===== config.mk =====
export PLATFORM = sky130hd
export DESIGN_NAME = sac_control
export DESIGN_NICKNAME = d
export VERILOG_FILES = /design/src/pkg/sac_pkg.sv /design/src/design/sac_step_div.sv /design/src/design/sac_control.sv
export SDC_FILE = /design/constraint.sdc
export NUM_CORES = 1
export LEC_CHECK = 0
export BUFFER_PORTS_ARGS = -buffer_cell sky130_fd_sc_hd__buf_2
export CORE_ASPECT_RATIO = 0.9
export CORE_MARGIN = 4
export CORE_UTILIZATION = 60
export CTS_CLUSTER_DIAMETER = 150
export DETAILED_ROUTE_END_ITERATION = 8
export PLACE_DENSITY = 0.84
export SKIP_CTS_REPAIR_TIMING = 1
export SLEW_MARGIN = 25
export SYNTH_ARGS = -nofsm -noshare
export SYNTH_HDL_FRONTEND = slang
export SYNTH_SLANG_ARGS = --single-unit

===== constraint.sdc =====
create_clock -name clock -period 4.3 [get_ports clock]
set_clock_uncertainty 0.05 [all_clocks]
set_input_delay 0.86 -clock clock [delete_from_list [all_inputs] [get_ports clock]]
set_output_delay 0.86 -clock clock [all_outputs]
set_load 0.05 [all_outputs]

===== src/pkg/sac_pkg.sv =====
package sac_pkg;
  localparam logic [7:0] ADDR_RESULT = 8'hD0;
  localparam logic [7:0] ADDR_CONTROL = 8'hD1;
  localparam logic [7:0] CONTROL_RESET = 8'h40;
  localparam int BIT_IRQ_EN = 7;
  localparam int BIT_DONE = 6;
  localparam int BIT_START = 5;
  localparam int BIT_POWER = 4;
  localparam int RES_BITS = 8;
  localparam int STEP_DIV = 12;
  localparam int STEP_CNT_W = 4;
  localparam logic [STEP_CNT_W-1:0] STEP_LAST = 4'hB;
  // Oscillator cycles per conversion: 70 us at 8 MHz gives 560, 46 whole steps of 12
  localparam int CONV_TIME_NS = 70000;
  localparam int OSC_PERIOD_NS = 125;
  localparam int CONV_STEPS = (CONV_TIME_NS / OSC_PERIOD_NS) / STEP_DIV;
  localparam int SETTLE_STEPS = CONV_STEPS - RES_BITS;
  localparam int SEQ_W = 6;
  localparam int VECTOR_NUM = 4;

  typedef struct packed {
    logic wr;
    logic rd;
    logic [7:0] addr;
    logic [7:0] wdata;
  } sac_bus_t;

  typedef enum logic [1:0] {
    SAC_IDLE,
    SAC_SETTLE,
    SAC_APPROX
  } sac_state_t;
endpackage


===== src/design/sac_step_div.sv =====
`timescale 1ns/10ps
`default_nettype none
module sac_step_div (
  input wire logic clock,
  input wire logic rst_n,
  input wire logic restart,
  output logic step
);
  logic [sac_pkg::STEP_CNT_W-1:0] cnt_q;

  // Divide by twelve; restart realigns so a new conversion gets a full first step
  always_ff @(posedge clock or negedge rst_n) begin
    if (!rst_n) begin
      cnt_q <= '0;
    end else if (restart || cnt_q == sac_pkg::STEP_LAST) begin
      cnt_q <= '0;
    end else begin
      cnt_q <= cnt_q + 1'b1;
    end
  end

  always_ff @(posedge clock or negedge rst_n) begin
    if (!rst_n) begin
      step <= 1'b0;
    end else begin
      step <= !restart && (cnt_q == sac_pkg::STEP_LAST);
    end
  end
endmodule
`default_nettype wire


===== src/design/sac_control.sv =====
// Summary of operation
// - Resolve 8 result bits by successive approximation, MSB first.
// - Step clock is the oscillator clock divided by twelve.
// - Conversion takes about 70 us worth of steps at 8 MHz.
// - Writing start one begins a conversion and clears the done flag.
// - Completion sets the done flag; result register is then valid.
// - Single-shot: idle after one result until start is written again.
// - Start written during a conversion abandons it and starts afresh.
// - Start bit is write-only and always reads as zero.
// - Interrupt request on vector four while done and enable are both one.
// - Done flag is read-only and serves as interrupt pending bit.
// - Power bit one powers converter; zero puts it in power-down.
// - Wait mode does not power off the comparator; only power bit does.
// - Reset stops conversion, loads control with 40h, interrupt masked.
// - Control: enable bit 7, done 6, start 5, power 4; bits 3-0 unused.
// - Result register is read-only 8-bit result, valid while done is one.
`timescale 1ns/10ps
`default_nettype none
module sac_control (
  input wire logic clock,
  input wire logic rst_n,
  input wire sac_pkg::sac_bus_t bus,
  output logic [7:0] rdata,
  input wire logic comp_in,
  input wire logic wait_mode,
  output logic [7:0] dac_code,
  output logic sample_en,
  output logic comp_power,
  output logic irq_req,
  output logic [2:0] irq_vector
);
  sac_pkg::sac_state_t state_q;
  logic irq_en_q;
  logic done_q;
  logic power_q;
  logic [7:0] result_q;
  logic [7:0] trial_q;
  logic [2:0] bit_idx_q;
  logic [sac_pkg::SEQ_W-1:0] settle_q;
  logic comp_meta_q;
  logic comp_sync_q;
  logic start_wr;
  logic ctrl_wr;
  logic step;
  logic wait_unused;

  assign ctrl_wr = bus.wr && (bus.addr == sac_pkg::ADDR_CONTROL);
  assign start_wr = ctrl_wr && bus.wdata[sac_pkg::BIT_START];
  // Power state ignores wait mode entirely
  assign wait_unused = wait_mode;

  sac_step_div sac_step_div_inst (
    .clock(clock),
    .rst_n(rst_n),
    .restart(start_wr),
    .step(step)
  );

  // Comparator output is analog-domain, so it is synchronised
  always_ff @(posedge clock or negedge rst_n) begin
    if (!rst_n) begin
      comp_meta_q <= 1'b0;
      comp_sync_q <= 1'b0;
    end else begin
      comp_meta_q <= comp_in;
      comp_sync_q <= comp_meta_q;
    end
  end

  always_ff @(posedge clock or negedge rst_n) begin
    if (!rst_n) begin
      irq_en_q <= sac_pkg::CONTROL_RESET[sac_pkg::BIT_IRQ_EN];
      power_q <= sac_pkg::CONTROL_RESET[sac_pkg::BIT_POWER];
    end else if (ctrl_wr) begin
      irq_en_q <= bus.wdata[sac_pkg::BIT_IRQ_EN];
      power_q <= bus.wdata[sac_pkg::BIT_POWER];
    end
  end

  // Conversion sequencer
  always_ff @(posedge clock or negedge rst_n) begin
    if (!rst_n) begin
      state_q <= sac_pkg::SAC_IDLE;
      trial_q <= '0;
      bit_idx_q <= '0;
      settle_q <= '0;
    end else if (start_wr) begin
      state_q <= sac_pkg::SAC_SETTLE;
      trial_q <= '0;
      bit_idx_q <= 3'h7;
      settle_q <= '0;
    end else if (step) begin
      unique case (state_q)
        sac_pkg::SAC_IDLE: begin
          state_q <= sac_pkg::SAC_IDLE;
        end
        sac_pkg::SAC_SETTLE: begin
          // Settling steps pad the conversion to its documented length
          if (settle_q == sac_pkg::SEQ_W'(sac_pkg::SETTLE_STEPS - 1)) begin
            state_q <= sac_pkg::SAC_APPROX;
            trial_q <= 8'h80;
          end else begin
            settle_q <= settle_q + 1'b1;
          end
        end
        sac_pkg::SAC_APPROX: begin
          // Keep the trial bit if input is above the trial level, then try next
          if (!comp_sync_q) begin
            trial_q[bit_idx_q] <= 1'b0;
          end
          if (bit_idx_q == 3'h0) begin
            state_q <= sac_pkg::SAC_IDLE;
          end else begin
            bit_idx_q <= bit_idx_q - 1'b1;
            trial_q[bit_idx_q - 1'b1] <= 1'b1;
          end
        end
      endcase
    end
  end

  logic finish;
  assign finish = step && !start_wr && (state_q == sac_pkg::SAC_APPROX) && (bit_idx_q == 3'h0);

  always_ff @(posedge clock or negedge rst_n) begin
    if (!rst_n) begin
      done_q <= sac_pkg::CONTROL_RESET[sac_pkg::BIT_DONE];
    end else if (start_wr) begin
      done_q <= 1'b0;
    end else if (finish) begin
      done_q <= 1'b1;
    end
  end

  always_ff @(posedge clock or negedge rst_n) begin
    if (!rst_n) begin
      result_q <= '0;
    end else if (finish) begin
      result_q <= {trial_q[7:1], comp_sync_q};
    end
  end

  // Read mux: start reads zero, bits 3-0 read zero
  always_ff @(posedge clock or negedge rst_n) begin
    if (!rst_n) begin
      rdata <= '0;
    end else if (bus.rd && bus.addr == sac_pkg::ADDR_CONTROL) begin
      rdata <= {irq_en_q, done_q, 1'b0, power_q, 4'h0};
    end else if (bus.rd && bus.addr == sac_pkg::ADDR_RESULT) begin
      rdata <= result_q;
    end else begin
      rdata <= '0;
    end
  end

  always_ff @(posedge clock or negedge rst_n) begin
    if (!rst_n) begin
      irq_req <= 1'b0;
      irq_vector <= 3'(sac_pkg::VECTOR_NUM);
      dac_code <= '0;
      sample_en <= 1'b0;
      comp_power <= 1'b0;
    end else begin
      irq_req <= done_q && irq_en_q;
      irq_vector <= 3'(sac_pkg::VECTOR_NUM);
      dac_code <= trial_q;
      sample_en <= (state_q != sac_pkg::SAC_IDLE);
      comp_power <= power_q || (wait_unused && power_q);
    end
  end
endmodule
`default_nettype wire


After elaboration in Yosys (flattened, before gate mapping). Index checks and enable logic that the tools add are counted.

Word-level logic and storage cells: 95. Output and inout port bits: 22. Register bits: 56. Input port bits: 22.

Mux-type cells: 31. Order comparisons: 4. Bitwise logic cells: 3. Equal/unequal tests: 10. Reductions and logical operators: 27. Add/sub/neg operators: 3.

Operators by type and width (number): 2-to-1 mux 8 bit (10); 2-to-1 mux 6 bit (4); == test 8 bit, second input constant (2); one-hot mux 8 bit (2 select lines) (1); logical AND 1 bit (12); 2-to-1 mux 3 bit (4); AND reduction 3 bit (4); nonzero test 2 bit (5); bitwise AND 8 bit (1); < comparator 3 x 4 -> 1 bit, second input constant (2); 2-to-1 mux 2 bit (4); NOT 8 bit (1); bitwise OR 8 bit (1); adder 6 x 1 -> 6 bit, second input constant (1); demux 1 bit (select 3 bit) (2); == test 6 bit, second input constant (1); >= comparator 3 x 1 -> 1 bit, second input constant (2); inequality test 3 x 2 -> 1 bit, second input constant (2); one-hot mux 2 bit (3 select lines) (1); adder 4 x 1 -> 4 bit, second input constant (1); == test 4 bit, second input constant (1); 2-to-1 mux 1 bit (4); 2-to-1 mux 4 bit (1); inequality test 2 x 1 -> 1 bit, second input constant (2); 8 further kinds (9).

Logic depth before layout (Yosys ltp).
Word-level depth: 15. Gate-level depth with buffers: 7. Depth with buffers taken out: 6.

Hierarchy. Synthesis repeated with hierarchy kept, for this count alone.

Cell total of the unflattened synthesis: 209. Area total of the unflattened synthesis: 2459.9 µm².

By module, submodules not included: sac_control (area an instance 2244.7 µm², cells an instance 191, instances 1, sequential area each 1277.5 µm²); sac_step_div (area an instance 215.2 µm², cells an instance 18, instances 1, sequential area each 125.1 µm²).

Worst setup path after synthesis. Ideal clock, no wire load.

Path kind: input port to flip-flop. Start point: in bus[9] (netlist bit). End point: reg trial_q[0]. Setup time: 0.122 ns. Data arrival time: 2.390 ns. Buffers on the path: 1. Slack: 1.739 ns. Stages: 5. Path through: or4b_4 or4_1 buf_2 nor4b_4 a32o_1.

Word-level cells in the longest chain between the ends: 5. Elaborated cells on any way between the ends: 8. Classes of those cells: eq/ne: 2; mux: 1; reduce/logical: 5.

RTL lines: start: declaration (RTL line sac_control.sv:22) `input wire sac_pkg::sac_bus_t bus,`; == test 8 bit * (RTL line sac_control.sv:47) `assign ctrl_wr = bus.wr && (bus.addr == sac_pkg::ADDR_CONTROL);`; logical AND 1 bit * (RTL line sac_control.sv:47); logical AND 1 bit * (RTL line sac_control.sv:48) `assign start_wr = ctrl_wr && bus.wdata[sac_pkg::BIT_START];`; inequality test 3 x 2 -> 1 bit (no source line), or another cell as far along; AND reduction 3 bit (no source line); end signal: assignment (RTL line sac_control.sv:84) `trial_q <= '0;`; end signal: assignment (RTL line sac_control.sv:89) `trial_q <= '0;`; end signal: assignment (RTL line sac_control.sv:101) `trial_q <= 8'h80;`; end: declaration (RTL line sac_control.sv:37) `logic [7:0] trial_q;`.

Every way passes the cells marked *; elsewhere a longest branch is shown, timed or not. A chain may end at the register's enable or synchronous reset.

Worst setup path in the final report.
Start point: in bus[9] (netlist bit). End point: reg trial_q[2].

The elaborated chain is that of the path after synthesis.

==> impl_metrics.env <==
export IMPL_ys_types=51
export IMPL_busiest_layer="met2"
export IMPL_fillers=286
export IMPL_r2r_end="result_q[5]"
export IMPL_gp_congestion=0.886
export IMPL_relSlewSlack_pct=46.2
export IMPL_dp_hpwl_um=3220
export IMPL_syn_to_final_growth_pct=9.15
export IMPL_hp_start="comp_meta_q"
export IMPL_die_width_um=77.0
export IMPL_holdPathStages=0
export IMPL_cts_max_level=2
export IMPL_critical_path_class="in -> reg"
export IMPL_fin_crit_ps=2640
export IMPL_rsz0062_at_grt="no"
export IMPL_fmax_mhz=379
export IMPL_grt_use_met2_pct=27.6
export IMPL_port_buffer_count=34
export IMPL_synth_seq_cells=56
export IMPL_grt_pass1_wl_um=7850
export IMPL_maxCapViolCount=0
export IMPL_cts_made_buffers=5
export IMPL_row_count=22
export IMPL_dieArea_um2=5400
export IMPL_cp_required_ps=4450
export IMPL_drt_total_wl_um=4580
export IMPL_crit_fanout=14
export IMPL_cts_num_sinks=56
export IMPL_routedWlPerCell_um=15.1
export IMPL_hp_class="reg -> reg"
export IMPL_grt_pass1_vias=1663
export IMPL_grtUsageMet3_pct=3.61
export IMPL_grt_use_met1_pct=25.8
export IMPL_async_flop_share_pct=100
export IMPL_vias=1695
export IMPL_arrival_ps=2790
export IMPL_grt_max_degree=57
export IMPL_cts_reportedPaths_clkPinSlew_ps=100
export IMPL_drc_errors=0
export IMPL_maxSlewViolCount=0
export IMPL_multiInputGateArea_um2=1020
export IMPL_synth_edf_count=0
export IMPL_utilization_pct=68.4
export IMPL_ir_drop_mv=0.272
export IMPL_clock_latency_ps=310
export IMPL_antenna_found_initial=0
export IMPL_p_per_area_nw_per_um2=381
export IMPL_fin_total_pwr_uw=1070
export IMPL_initial_core_util_pct=62.7
export IMPL_synth_area_um2=2570
export IMPL_finalSetupViolCount=0
export IMPL_drt_iter0_markers=124
export IMPL_overflow=0
export IMPL_cts_buffer_depth=2
export IMPL_rrSetupSlack_ps=1970
export IMPL_syn_instance_count=223
export IMPL_status="complete, no violations"
export IMPL_die_y_um=70.1
export IMPL_power_leakage_uw=0.00138
export IMPL_finalHoldViolCount=0
export IMPL_n_antenna_cell=0
export IMPL_drive_gt1_share_pct=25.4
export IMPL_post_dp_cell_area_um2=2710
export IMPL_cts_tree="built"
export IMPL_finalSetupTns_ps=0
export IMPL_syn_avg_cell_area_um2=11.5
export IMPL_via_per_inst=5.58
export IMPL_grt_use_total_pct=18.0
export IMPL_pre_cts_ws_ps=1350
export IMPL_final_antenna_net_count=0
export IMPL_cts_root_buf="clkbuf_8"
export IMPL_design_area_um2=2810
export IMPL_whs_endpoint="comp_sync_q"
export IMPL_worst_setup_path_start_kind="primary input"
export IMPL_reg2reg_depth=5
export IMPL_setup_ws_ps=1660
export IMPL_ys_flop_type="dfrtp_1"
export IMPL_regArea_um2=1400
export IMPL_core_region_area_um2=4100
export IMPL_first_pass_iters=4
export IMPL_yosysSeqAreaShare_pct=54.6
export IMPL_synth_warning_count=0
export IMPL_timing_final_crit_share_pct=61.3
export IMPL_layout_nets=285
export IMPL_critPathCaptureType="register"
export IMPL_ios=44
export IMPL_timing_rr_start="state_q[0]"
export IMPL_worst_pin_slew_ps=803
-- state kept, by name, summed over array words and instances (netlist names) --
register / flops
sample_en: 1
comp_power: 1
dac_code: 8
bit_idx_q: 3
sac_step_div_inst.cnt_q: 4
done_q: 1
state_q: 2
trial_q: 8
rdata: 8
settle_q: 6
result_q: 8
power_q: 1
irq_en_q: 1
sac_step_div_inst.step: 1
irq_req: 1
comp_meta_q: 1
comp_sync_q: 1
-- per-stage QoR --
step / hold slack [ps] / std cells
6_report: 310 / 304
4_1_cts: 312 / 304
3_3_place_gp: 282 / 296
2_1_floorplan: 281 / 224
5_1_grt: 324 / 304
3_5_place_dp: 298 / 296
-- worst max-delay path by stage --
stage	start	endpoint	slack (ps)	cells after the start
after floorplan	bus[9]	trial_q[0]	1740	5
after global placement	bus[9]	trial_q[1]	1370	5
after detailed placement	bus[9]	trial_q[2]	1350	5
after CTS	bus[9]	trial_q[2]	1680	5
after global routing	bus[9]	trial_q[2]	1610	5
final	bus[9]	trial_q[2]	1660	5
-- cell usage in the layout, fill, tap and decap left out, types with 3 or more instances in the layout --
cell type / synthesis / routed
nor2_1: 18 / 18
mux2i_1: 4 / 4
nor3b_1: 3 / 3
nand2_1: 18 / 18
a21oi_1: 5 / 5
buf_2: 2 / 34
clkbuf_8: 3 / 6
dfrtp_1: 55 / 55
nor2b_1: 3 / 3
and2_1: 6 / 6
xnor2_1: 6 / 6
mux2_2: 10 / 10
a32o_1: 4 / 4
nand3_1: 5 / 5
and3_1: 4 / 4
o21ai_0: 6 / 6
inv_1: 10 / 10
nor3_1: 6 / 6
ha_1: 8 / 8
conb_1: 2 / 3
-- worst max-delay path: stages --
cell     delay, ps
buf_2           90
or4b_4         550
or4_1          780
nor4b_4        260
a32o_1         240
-- power by group --
part           switching (uW)  internal [uW]  total, uW
clock network             167            131        298
registers                42.5            571        614
logic                    86.1           72.4        159
-- per-layer routing --
metal	part of all wire, %	wire length (um)
met1	48	2190
met2	45	2070
met3	5.5	250
met4	1.6	72
met5	0	0
-- cell families after synthesis --
logic type,share of synthesized area [%]
AOI/OAI and AO/OA,9.98
xor gates and xnor gates,2.39
adders and majority gates,3.89
buffers and inverters,5.79
DFF,54.6
muxes,5.94
other,0.292
and+or+nand+nor,17.1
-- final cells by class --
class | count | share of cell area, %
multi-input combinational | 146 | 36.4
tap | 48 | 2.14
clock buffer | 6 | 2.94
clock inverter | 2 | 0.535
timing repair buffer | 36 | 6.60
inverter | 10 | 1.34
sequential | 56 | 50.0
-- cells in the mapped netlist, types with 3 or more instances --
cell | instances | area (um2)
a21oi_1 | 5 | 25.0
a32o_1 | 4 | 40.0
nor3b_1 | 3 | 22.5
o21ai_0 | 6 | 30.0
mux2i_1 | 4 | 40.0
nor2b_1 | 3 | 18.8
nand3_1 | 5 | 25.0
buf_4 | 3 | 22.5
inv_1 | 10 | 37.5
nand2_1 | 18 | 67.6
clkbuf_8 | 3 | 41.3
mux2_2 | 10 | 113
nor2_1 | 18 | 67.6
ha_1 | 8 | 100
and3_1 | 4 | 25.0
xnor2_1 | 6 | 52.6
dfrtp_1 | 55 | 1380
and2_1 | 6 | 37.5
nor3_1 | 6 | 30.0
Note: power is estimated with default switching activity, not from simulation.
